<file path="src/scfg_pkg.sv">
package scfg_pkg;

  // ==========================================================================
  // Register map (byte addresses within the system register space)
  localparam logic [31:0] BOARD_CONFIG_STATUS_ADDR = 32'hfef80400;
  localparam logic [31:0] MEMORY_CONFIG_STATUS_ADDR = 32'hfef80404;
  localparam logic [31:0] UNMAPPED_READ_VALUE = 32'h00000000;

  // ==========================================================================
  // Field layout of the board configuration word (bit 0 is the MSB in the
  // big-endian numbering, so field positions here are little-endian indices)
  localparam int BOARD_TYPE_LSB = 24;
  localparam int CLOCK_SPEED_LSB = 20;
  localparam int EXT_CACHE_LSB = 16;
  localparam int CPU0_STATUS_LSB = 12;
  localparam int CPU1_STATUS_LSB = 8;

  // Hardwired field values; identification code is arbitrary
  localparam logic [7:0] BOARD_TYPE_CODE = 8'h5a;
  localparam logic [3:0] EXT_CACHE_NONE = 4'hf;

  // Clock speed encodings
  localparam logic [3:0] CLK_50_25 = 4'hd;
  localparam logic [3:0] CLK_60_30 = 4'he;
  localparam logic [3:0] CLK_66_33 = 4'hf;

  // Processor slot status encodings
  localparam logic [3:0] CPU_PRESENT_1M = 4'h4;
  localparam logic [3:0] CPU_PRESENT_512K = 4'h5;
  localparam logic [3:0] CPU_PRESENT_256K = 4'h6;
  localparam logic [3:0] CPU_PRESENT_NONE = 4'h7;
  localparam logic [3:0] CPU_ABSENT_MIN = 4'h8;

  // Reset value of captured words: all ones, as undriven pull-ups read
  localparam logic [31:0] STRAP_RESET_VALUE = 32'hffffffff;

  // Bus slave answer packed together
  typedef struct packed {
    logic [31:0] readdata;
    logic readdatavalid;
    logic waitrequest;
  } scfg_resp_t;

  // Strap pins of both controllers
  typedef struct packed {
    logic [31:0] upper;
    logic [31:0] lower;
  } scfg_straps_t;

endpackage

</file>
<file path="src/scfg_regs.sv">
`timescale 1ns/1ps
`default_nettype none
// Operation
// - Upper straps captured at reset release edge.
// - Lower straps captured at reset release edge.
// - Board config word is read-only strap data.
// - Board config word read at fixed address.
// - Board type field returns fixed code.
// - Clock speed field uses documented encoding.
// - External cache field always reads ones.
// - Processor status fields use documented encoding.
// - Address decode and access control provided.
module scfg_regs (
  // Clock and reset
  input wire logic clk,
  input wire logic rst,
  // Strap data lines, sampled on the first clock after reset falls
  input wire logic [31:0] upper_straps,
  input wire logic [31:0] lower_straps,
  // Avalon-MM slave
  input wire logic [31:0] address,
  input wire logic read,
  input wire logic write,
  input wire logic [31:0] writedata,
  input wire logic [3:0] byteenable,
  output logic [31:0] readdata,
  output logic waitrequest,
  // Decoded fields of the board word
  output logic [3:0] clock_speed_code,
  output logic clock_speed_valid,
  output logic [3:0] cpu0_slot_status,
  output logic [3:0] cpu1_slot_status
);

  // ==========================================================================
  // Strap capture
  scfg_pkg::scfg_straps_t straps;
  scfg_pkg::scfg_straps_t next_straps;
  logic rst_d;
  logic captured;
  logic next_captured;

  // Capture on the first clock after reset falls; the pins are plain
  // synchronous inputs so no synchroniser is needed here
  always_comb begin
    next_straps = straps;
    next_captured = captured;
    if (rst) begin
      next_captured = 1'b0;
    end else if (rst_d && !captured) begin
      next_straps.upper = upper_straps;
      next_straps.lower = lower_straps;
      next_captured = 1'b1;
    end
  end

  // Registers hold straps until the next reset; reset never loads a port
  always_ff @(posedge clk) begin
    rst_d <= rst;
    captured <= next_captured;
    if (rst) begin
      straps <= '{upper: scfg_pkg::STRAP_RESET_VALUE, lower: scfg_pkg::STRAP_RESET_VALUE};
    end else begin
      straps <= next_straps;
    end
  end

  // ==========================================================================
  // Board word assembly
  logic [31:0] board_word;

  // Hardwired fields override straps so software always sees fixed values
  always_comb begin
    board_word = straps.upper;
    board_word[scfg_pkg::BOARD_TYPE_LSB +: 8] = scfg_pkg::BOARD_TYPE_CODE;
    board_word[scfg_pkg::EXT_CACHE_LSB +: 4] = scfg_pkg::EXT_CACHE_NONE;
  end

  // ==========================================================================
  // Bus slave
  typedef enum logic [1:0] {SCFG_IDLE, SCFG_ANSWER} scfg_state_t;
  scfg_state_t state;
  scfg_state_t next_state;
  logic [31:0] next_readdata;
  logic next_waitrequest;

  // One wait cycle per access: the answer is formed from registered data
  always_comb begin
    next_state = state;
    next_readdata = readdata;
    next_waitrequest = 1'b1;
    case (state)
      SCFG_IDLE: begin
        if (read || write) begin
          next_state = SCFG_ANSWER;
          next_waitrequest = 1'b0;
          if (read) begin
            if (address == scfg_pkg::BOARD_CONFIG_STATUS_ADDR) begin
              next_readdata = board_word;
            end else if (address == scfg_pkg::MEMORY_CONFIG_STATUS_ADDR) begin
              next_readdata = straps.lower;
            end else begin
              next_readdata = scfg_pkg::UNMAPPED_READ_VALUE;
            end
          end
          // Writes complete but store nothing anywhere
        end
      end
      SCFG_ANSWER: begin
        next_state = SCFG_IDLE;
      end
      default: begin
        next_state = SCFG_IDLE;
      end
    endcase
  end

  always_ff @(posedge clk) begin
    if (rst) begin
      state <= SCFG_IDLE;
      readdata <= scfg_pkg::UNMAPPED_READ_VALUE;
      waitrequest <= 1'b1;
    end else begin
      state <= next_state;
      readdata <= next_readdata;
      waitrequest <= next_waitrequest;
    end
  end

  // ==========================================================================
  // Field decode outputs
  logic [3:0] next_clk_code;
  logic next_clk_valid;

  // Codes below the first valid one are reserved and flagged invalid
  always_comb begin
    next_clk_code = board_word[scfg_pkg::CLOCK_SPEED_LSB +: 4];
    case (next_clk_code)
      scfg_pkg::CLK_50_25, scfg_pkg::CLK_60_30, scfg_pkg::CLK_66_33: begin
        next_clk_valid = 1'b1;
      end
      default: begin
        next_clk_valid = 1'b0;
      end
    endcase
  end

  always_ff @(posedge clk) begin
    if (rst) begin
      clock_speed_code <= 4'hf;
      clock_speed_valid <= 1'b0;
      cpu0_slot_status <= 4'hf;
      cpu1_slot_status <= 4'hf;
    end else begin
      clock_speed_code <= next_clk_code;
      clock_speed_valid <= next_clk_valid;
      cpu0_slot_status <= board_word[scfg_pkg::CPU0_STATUS_LSB +: 4];
      cpu1_slot_status <= board_word[scfg_pkg::CPU1_STATUS_LSB +: 4];
    end
  end

  logic unused_ok;
  assign unused_ok = ^{writedata, byteenable};

endmodule // scfg_regs
`default_nettype wire

</file>
<file path="config.mk">
export PLATFORM = sky130hd
export DESIGN_NAME = scfg_regs
export DESIGN_NICKNAME = d
export VERILOG_FILES = /design/src/scfg_pkg.sv /design/src/scfg_regs.sv
export SDC_FILE = /design/constraint.sdc
export NUM_CORES = 1
export LEC_CHECK = 0
export ABC_AREA = 1
export BUFFER_PORTS_ARGS = -buffer_cell sky130_fd_sc_hd__buf_2
export CAP_MARGIN = 20
export CORE_MARGIN = 4
export CORE_UTILIZATION = 42
export CTS_CLUSTER_SIZE = 24
export DETAILED_ROUTE_END_ITERATION = 10
export PLACE_DENSITY = 0.73
export SLEW_MARGIN = 20
export SYNTH_ARGS = -nofsm -noshare
export SYNTH_HDL_FRONTEND = slang
export SYNTH_SLANG_ARGS = --single-unit
</file>
<file path="constraint.sdc">
create_clock -name clk -period 1.05 [get_ports clk]
set_input_delay 0.0525 -clock clk [delete_from_list [all_inputs] [get_ports clk]]
set_output_delay 0.0525 -clock clk [all_outputs]
set_load 0.02 [all_outputs]
</file>
# == Yosys cells after proc, flatten, opt, wreduce, memory -nomap -nowiden ==
# Index checks and enable logic that the tools add are counted.
# Widths: inputs -> output; s select.
# totals
in_bits,136
register_bits,105
out_inout_bits,46
elab_cells,28
# classes
reduce_logical,7
n_eq_ne,5
bitwise,1
muxes,4
# op_table
operator,n
$eq 32x32->1 const B,2
$mux 32,2
$eq 4x4->1 const B,3
$reduce_and 3->1,1
$reduce_or 3->1,1
$logic_not 2->1,1
$mux 1,2
$reduce_or 2->1,1
$logic_and 1x1->1,1
$logic_not 1->1,1
$logic_or 1x1->1,1
$not 1->1,1

# == Depth between registers and ports, before layout ==
# Gate-level depths: netlist of run 1.
# logic_depth
word_depth,3
ltp_mapped,11
ltp_nobuf,9

# == Worst setup path before layout of run 1 ==
# OpenSTA, ideal clock, no wires.
# synth_timing
path_type,reg-to-reg
start,register rst_d
end,register straps[14] in the netlist's numbering
n_path_buf,2
stages_incl_launch_ff,8
slack_ns,-0.084
arrival_time_ns,1.000
setup_ns,0.134
period_less_slack_ns,1.134
t_required_ns,0.916
path_cell_list,dfxtp_1 -> inv_1 -> nor2_1 -> inv_1 -> clkbuf_1 -> buf_2 -> nand2_1 -> nand3_1
# synth_between
elab_chain_cells,1
# synth_lines
item,line_no,rtl
"start, declared",scfg_regs.sv:39,logic rst_d;
"start signal, assigned",scfg_regs.sv:59,rst_d <= rst;
$logic_and 1x1->1,scfg_regs.sv:50,end else if (rst_d && !captured) begin
"end signal, assigned",scfg_regs.sv:62,"straps <= '{upper: scfg_pkg::STRAP_RESET_VALUE, lower: scfg_pkg::STRAP_RESET_VALUE};"
"end signal, assigned",scfg_regs.sv:64,straps <= next_straps;
"end, declared",scfg_regs.sv:37,scfg_pkg::scfg_straps_t straps;
# Every way passes these cells.
# A chain may end at the register's enable or synchronous reset.

# == Worst setup path in the final report of run 1 ==
# layout_timing
start,register state[0]
end,register readdata[18]
# layout_between
elab_chain_cells,2
# layout_lines
item,line_no,rtl
"start, declared",scfg_regs.sv:82,scfg_state_t state;
"start signal, assigned",scfg_regs.sv:124,state <= next_state;
$logic_not 2->1,scfg_regs.sv:92,case (state)
$reduce_and 3->1 (no source line),--,
"end signal, assigned",scfg_regs.sv:121,readdata <= scfg_pkg::UNMAPPED_READ_VALUE;
"end signal, assigned",scfg_regs.sv:125,readdata <= next_readdata;
"end, declared",scfg_regs.sv:26,"output logic [31:0] readdata,"
# Every way passes these cells.

==> flow_summary_export.csv, run 1 <==
group,metric,value,unit
outcome,status,"finished, violations left",
outcome,violations,"setup timing",
placement,post-dp-hpwl,7580,um
yosys,synth-compound-area-share,0.0370,
pwr,power,8.28,mW
yosys,synth_top_family_by_area,"simple AND/OR/NAND/NOR gates",
clock_network,cts_htree_levels,3,
clock_network,cts_tree,"yes",
pwr,p_per_area,1350,mW/mm2
worst_hold_path,holdPathStages,2,
die,num_rows,35,
sta,slew_headroom,0.810,
global_routing,grt_pass1_vias,4184,
global_routing,gr-total-overflow,0,
setup_path,critPathMaxStageDelay,0.35,ns
die,start_util,0.433,
pwr,vdd_drop_max,0.883,mV
die,core-area,0.00928,mm2
clock_network,clk_latency,0.34,ns
setup_path,endpoint_kind,"flip-flop",
sta,timing.final.crit_share,1.11,
cells_and_area,finalCoreUtilization,0.659,
detailed_routing,drtAntennaViolNets,0,
yosys,synth-main-ff-cell,"dfxtp_1",
detailed_routing,dr_total_vias,4394,
detailed_routing,drt_first_pass_iters,4,
yosys,yosys.area.top_type_share,0.503,
yosys,syn_avg_cell_area,7.13,um2
yosys,async_flop_share,0,
global_routing,grt_usage,0.200,
yosys,synth_xor_area_frac,0,
die,die_w,106,um
yosys,synth_enable_flop_cells,0,
sta,finClkSkew,0.0138,ns
setup_path,critPathBufInv,3,
placement,io_buffers,133,
clock_network,clock_path_buffers,2,
clock_network,clk_pin_slew,0.10,ns
setup_path,crit_path_start_kind,"flip-flop",
setup_path,crit_required,1.27,ns
setup_path,worstRegToRegCells,6,
die,ios,182,
yosys,netlist-cell-type-count,19,
yosys,synth_area_leaders,"dfxtp_1 50%, nand2_1 15%, nand3_1 15%",
cells_and_area,nets,895,
die,dieArea,0.0112,mm2
placement,routabilityCongestion,0.816,
detailed_routing,via_per_inst,4.92,
detailed_routing,drt-wirelength-per-cell,14.2,um
cells_and_area,layout-drive-gt1-share,0.311,
yosys,muxShareOfSynthArea,0,
yosys,synthMostInstantiatedCell,"nand2_1",
global_routing,grt_max_degree,40,
setup_path,cp_slowest_cell,"dfxtp_2",
yosys,synth_fa_ha_area_frac,0,
sta,fmax,860,MHz
detailed_routing,first_iter_violations,206,
die,die_y,106,um
sta,worst_pin_slew,0.285,ns
clock_network,clock_sinks,101,
setup_path,crit_chain,"nor2_4 -> buf_4 -> inv_2 -> a21oi_4 -> buf_12 -> a21oi_1",
setup_path,cp.arrival,1.39,ns
run,maxCapViolations,0,
yosys,synth_simple_gate_area_frac,0.373,
yosys,synth_area,0.00402,mm2
worst_hold_path,holdCritPathClass,"in2reg",
placement,dp_slack,-0.111,ns
global_routing,antenna_found_initial,1,
cells_and_area,area_growth,52.2,%
clock_network,cts_inserted_buffers,9,
yosys,synth-seq-cells,101,
pwr,p_leak,3.01,nW
setup_path,crit_path_max_fanout,7,
yosys,synth_common_cells,"157 x nand2_1, 117 x nand3_1, 101 x dfxtp_1",
sta,finalSetupViolCount,37,
yosys,seq_area_frac_synth,0.503,
sta,slew_viol_final,0,
yosys,postSynthCellCount,564,
clock_network,clockRootBuffer,"clkbuf_8",
setup_path,cp_num_cells,6,
sta,finalWorstSetupSlack,-0.113,ns
sta,rsz0062_at_grt,"true",
yosys,synth.largest_area_cell,"dfxtp_1",
detailed_routing,drc,0,
setup_path,path_class,"reg2reg",
sta,final_hold_viol_count,0,
setup_path,crit_family,"flip-flops",
detailed_routing,wirelength,12700,um
global_routing,grt_pass1_wl,18600,um
sta,min_period,1.16,ns
yosys,yosys_warnings,0,
yosys,syn-num-nets,700,
## final timing paths
kind	to	slack, ns	start
setup / recovery	readdata[18]	-0.11	state[0]
hold / removal	rst_d	0.07	rst
hold reg to reg	straps[6]	0.46	straps[6]
setup reg to reg	readdata[18]	-0.11	state[0]
## worst reg2reg max path, cell delays in order, from the launching register on
cell and delay (ns):
dfxtp_2 0.35, nor2_4 0.15, buf_4 0.15, inv_2 0.04
a21oi_4 0.15, buf_12 0.14, a21oi_1 0.07
## per-layer routing
layer,wire (um),vias up,GRT usage
met1,5190,2020,0.243
met2,6340,162,0.350
met5,0,-,0
met4,441,0,0.0897
met3,684,39,0.0306
li1,-,2173,-
## final cells by class
class                      instances  area [um2]
fill                             787        3160
sequential                       101        2020
multi-input combinational        377        1780
timing repair buffer             220        1760
inverter                          50         190
tap                              129         161
clock buffer                      11         151
clock inverter                     4        47.5
antenna                            1        2.50
## placed cells by master, fill, tap and decap left out, types with 2 or more instances in the layout
| cell | instances |
|---|---|
| nand2_1 | 139 |
| buf_2 | 133 |
| nand3_1 | 111 |
| dfxtp_1 | 99 |
| dlygate4sd3_1 | 54 |
| nor2_1 | 51 |
| inv_1 | 44 |
| nand2_2 | 17 |
| clkbuf_8 | 11 |
| a21oi_1 | 10 |
| buf_12 | 10 |
| nor2_2 | 9 |
| o21ai_0 | 8 |
| or2_2 | 8 |
| clkbuf_16 | 7 |
| buf_4 | 7 |
| nand3_2 | 6 |
| buf_8 | 6 |
| inv_2 | 5 |
| nand4_1 | 4 |
| o211ai_1 | 4 |
| nor2_4 | 3 |
| buf_6 | 3 |
| a21oi_2 | 2 |
| clkinv_2 | 2 |
| dfxtp_2 | 2 |
## sequential cells by signal, summed over array words and instances (netlist names)
name               cells
board_word            20
clock_speed_valid      1
straps                32
captured               1
waitrequest            1
rst_d                  1
state                  1
readdata              32
cpu0_slot_status       4
clock_speed_code       4
cpu1_slot_status       4
## cells by family (layout without fill, tap and decap cells)
family                 Yosys count  after routing
other                            0              1
AOI/OAI and AO/OA               27             27
and+or+nand+nor                350            350
buffers and inverters           86            285
DFF                            101            101
## repair_timing
action / CTS / global route
hold buffers: 54 / 0
endpoints found under the setup margin: 66 / 84
hold endpoints to repair: 54 / 0
cloned: 0 / 10
buffers inserted: 0 / 5
pin swaps: 1 / 7
gates resized for setup: 4 / 57
## report_power, final
part / switching, mW / total, mW / leakage (nW) / internal [mW]
sequential: 0.152 / 4.25 / 0.836 / 4.10
clock: 1.24 / 2.45 / 0.101 / 1.21
combinational: 0.809 / 1.58 / 2.07 / 0.769
total: 2.20 / 8.28 / 3.01 / 6.08
## per-stage QoR
step / instances / area (um2) / hold WS (ns) / setup TNS (ns)
after floorplan: 564 / 4050 / 0.0802 / 0
after global placement: 808 / 4930 / 0.267 / -2.02
after detailed placement: 808 / 4930 / 0.267 / -3.09
after CTS: 877 / 5680 / 0.0585 / -0.0658
after global routing: 893 / 6120 / 0.0574 / -5.97
final: 893 / 6120 / 0.0705 / -1.89
Note: power is estimated with default switching activity, not from simulation.
==> inputs of run 2 (changes only) <==
ABC_AREA = 0   (was 1)
CORE_UTILIZATION = 41   (was 42)
==> run 2 against run 1 <==
The flow still finishes with violations (setup timing). Hold slack better by 0.0046 ns. Clock skew down 0.0036 ns. Final cell count down 23%. Clock power rose by 10%. Non-clock buffer count grew 9. Combinational power fell by 7%. Synthesized cell count down 36%. Global-route usage grew 0.41 points. Area after synthesis fell by 8.4%. Critical endpoint is now straps[18].
==> flow_summary_export.csv, run 2 <==
group,metric,value,unit
yosys,yosys_warnings,0,
yosys,synth.largest_area_cell,"dfxtp_1",
global_routing,grt_pass1_vias,3474,
setup_path,r2r_end,"straps[18]",
cells_and_area,regArea,0.00202,mm2
placement,io_buffers,133,
yosys,syn-num-nets,499,
sta,min_period,1.24,ns
global_routing,antenna_found_initial,0,
placement,post-dp-hpwl,6060,um
global_routing,gr-total-overflow,0,
sta,fmax,806,MHz
pwr,p_per_area,1360,mW/mm2
detailed_routing,drt-wirelength-per-cell,16.4,um
yosys,netlist-cell-type-count,24,
setup_path,crit_chain,"nor2b_4 -> buf_6 -> clkbuf_16 -> nor2b_1 -> a211o_1",
run,maxCapViolations,0,
worst_hold_path,holdCritPathClass,"in2reg",
clock_network,cts_htree_levels,3,
die,core-area,0.00872,mm2
global_routing,grt_pass1_wl,16700,um
yosys,syn_avg_cell_area,10.1,um2
yosys,synth_area_leaders,"dfxtp_1 55%, a211o_1 12%, nor2b_1 8.2%",
die,die_y,103,um
cells_and_area,fillers,632,
worst_hold_path,hold_end,"rst_d",
cells_and_area,diodes,0,
detailed_routing,wirelength,11300,um
cells_and_area,layout_commonest_cell,"buf_2",
setup_path,r2r_slack,-0.19,ns
cells_and_area,finalCoreUtilization,0.701,
sta,rsz0062_at_grt,"true",
global_routing,grt_max_degree,43,
detailed_routing,via_per_inst,4.99,
setup_path,critPathMaxStageDelay,0.33,ns
detailed_routing,dr_total_vias,3441,
cells_and_area,area_growth,66.0,%
setup_path,path_class,"reg2reg",
clock_network,cts_tree,"yes",
yosys,synth_enable_flop_cells,0,
die,num_rows,34,
die,ios,182,
placement,routabilityCongestion,0.730,
sta,final_hold_viol_count,0,
cells_and_area,layout-drive-gt1-share,0.439,
yosys,synth-main-ff-cell,"dfxtp_1",
die,die_w,103,um
worst_hold_path,holdPathStages,2,
cells_and_area,finalNonFillerCells,689,
detailed_routing,first_iter_violations,87,
yosys,synth_area,0.00368,mm2
sta,finalSetupViolCount,68,
die,start_util,0.422,
sta,finClkSkew,0.0102,ns
setup_path,worstRegToRegCells,5,
clock_network,clk_latency,0.36,ns
setup_path,r2r_start,"rst_d",
setup_path,crit_start,"rst_d",
yosys,async_flop_share,0,
clock_network,clock_sinks,101,
clock_network,clockRootBuffer,"clkbuf_8",
sta,slew_viol_final,0,
setup_path,crit_required,1.31,ns
clock_network,cts_inserted_buffers,9,
outcome,status,"finished, violations left",
pwr,p_leak,2.83,nW
pwr,power,8.29,mW
yosys,synth-seq-cells,101,
yosys,yosys.area.top_type_share,0.549,
pwr,vdd_drop_max,1.01,mV
cells_and_area,layout_common_cells,"133 x buf_2, 99 x dfxtp_1, 54 x dlygate4sd3_1",
placement,dp.cells,594,
sta,timing.final.crit_share,1.18,
cells_and_area,multi_input_area,0.00175,mm2
setup_path,crit_path_max_fanout,6,
detailed_routing,drt_first_pass_iters,4,
setup_path,endpoint_kind,"flip-flop",
global_routing,grt_usage,0.204,
setup_path,cp_slowest_cell,"dfxtp_2",
die,dieArea,0.0106,mm2
sta,setup_tns,-9.03,ns
yosys,postSynthCellCount,363,
setup_path,crit_path_start_kind,"flip-flop",
detailed_routing,drc,0,
clock_network,clk_pin_slew,0.10,ns
yosys,synth_common_cells,"101 x dfxtp_1, 52 x a211o_1, 48 x nor2b_1",
sta,worst_pin_slew,0.488,ns
setup_path,cp.arrival,1.50,ns
outcome,violations,"setup timing",
clock_network,clock_path_buffers,2,
cells_and_area,nets,712,
yosys,synthMostInstantiatedCell,"dfxtp_1",
sta,finalWorstSetupSlack,-0.191,ns
worst_hold_path,min_from,"rst",
sta,slew_headroom,0.674,
detailed_routing,drtAntennaViolNets,0,
yosys,seq_area_frac_synth,0.549,
==> run 2: cell count changes after synthesis, sizes merged, moves of 12 or more <==
cell,before,now
nand2,157,33
nand3,117,0
a211o,0,52
nor2b,0,49
nor2,63,16
inv,50,7
mux2i,0,20
o21ai,10,28
a21oi,13,1
==> run 2: kinds of logic after synthesis <==
logic type      count (synthesis)  synth area share
buf+inv                        34            0.0380
simple gates                  122             0.178
mux                            20            0.0543
compound gates                 86             0.181
flops                         101             0.549
==> run 2: worst max path at each step <==
stage / endpoint / cells past startpoint / slack (ns)
floorplan: board_word[0] / 5 / -0.13
global placement: readdata[26] / 6 / -0.29
detailed placement: readdata[17] / 6 / -0.40
CTS: board_word[13] / 5 / -0.20
global route: straps[23] / 5 / -0.25
finish: straps[18] / 5 / -0.19
==> run 2: through the flow <==
step	instance area (um2)	hold slack, ns	setup WS [ns]
2_1_floorplan	3760	0.0802	-0.129
3_3_place_gp	4580	0.256	-0.291
3_5_place_dp	4580	0.259	-0.402
4_1_cts	5740	0.0466	-0.197
5_1_grt	6120	0.0629	-0.252
6_report	6120	0.0751	-0.191
==> run 2: cell type report <==
type / instances / share of cell area
inverter: 7 / 0.00430
timing repair buffer: 229 / 0.320
tap: 108 / 0.0221
sequential: 101 / 0.331
multi-input combinational: 228 / 0.286
clock buffer: 9 / 0.0203
clock inverter: 7 / 0.0160
==> run 2: layer usage <==
| layer | track usage | part of all wire | up-vias |
|---|---|---|---|
| met3 | 0.0467 | 0.054 | 13 |
| li1 | - | - | 1693 |
| met1 | 0.242 | 0.42 | 1633 |
| met2 | 0.367 | 0.52 | 102 |
| met4 | 0.0637 | 0.013 | 0 |
| met5 | 0 | 0 | - |
==> run 2: report_power, final <==
group          switching (mW)  total [mW]  internal, mW
registers              0.0917        4.11          4.02
clock network            1.35        2.70          1.35
logic                   0.603        1.47         0.867
==> run 2: timing repair <==
action,in CTS,in global routing
buffers inserted,11,2
pin swaps,6,75
gates cloned,8,6
endpoints found under the setup margin,84,84
endpoints found under the hold margin,54,0
resized for setup,27,55
hold buffers,54,0
==> run 2: worst max-delay path: cells and delay by family (launching register included) <==
| kind | cells | cell delay, ns |
|---|---|---|
| compound gates | 1 | 0.21 |
| buf+inv | 2 | 0.35 |
| simple gates | 2 | 0.25 |
| flops | 1 | 0.33 |
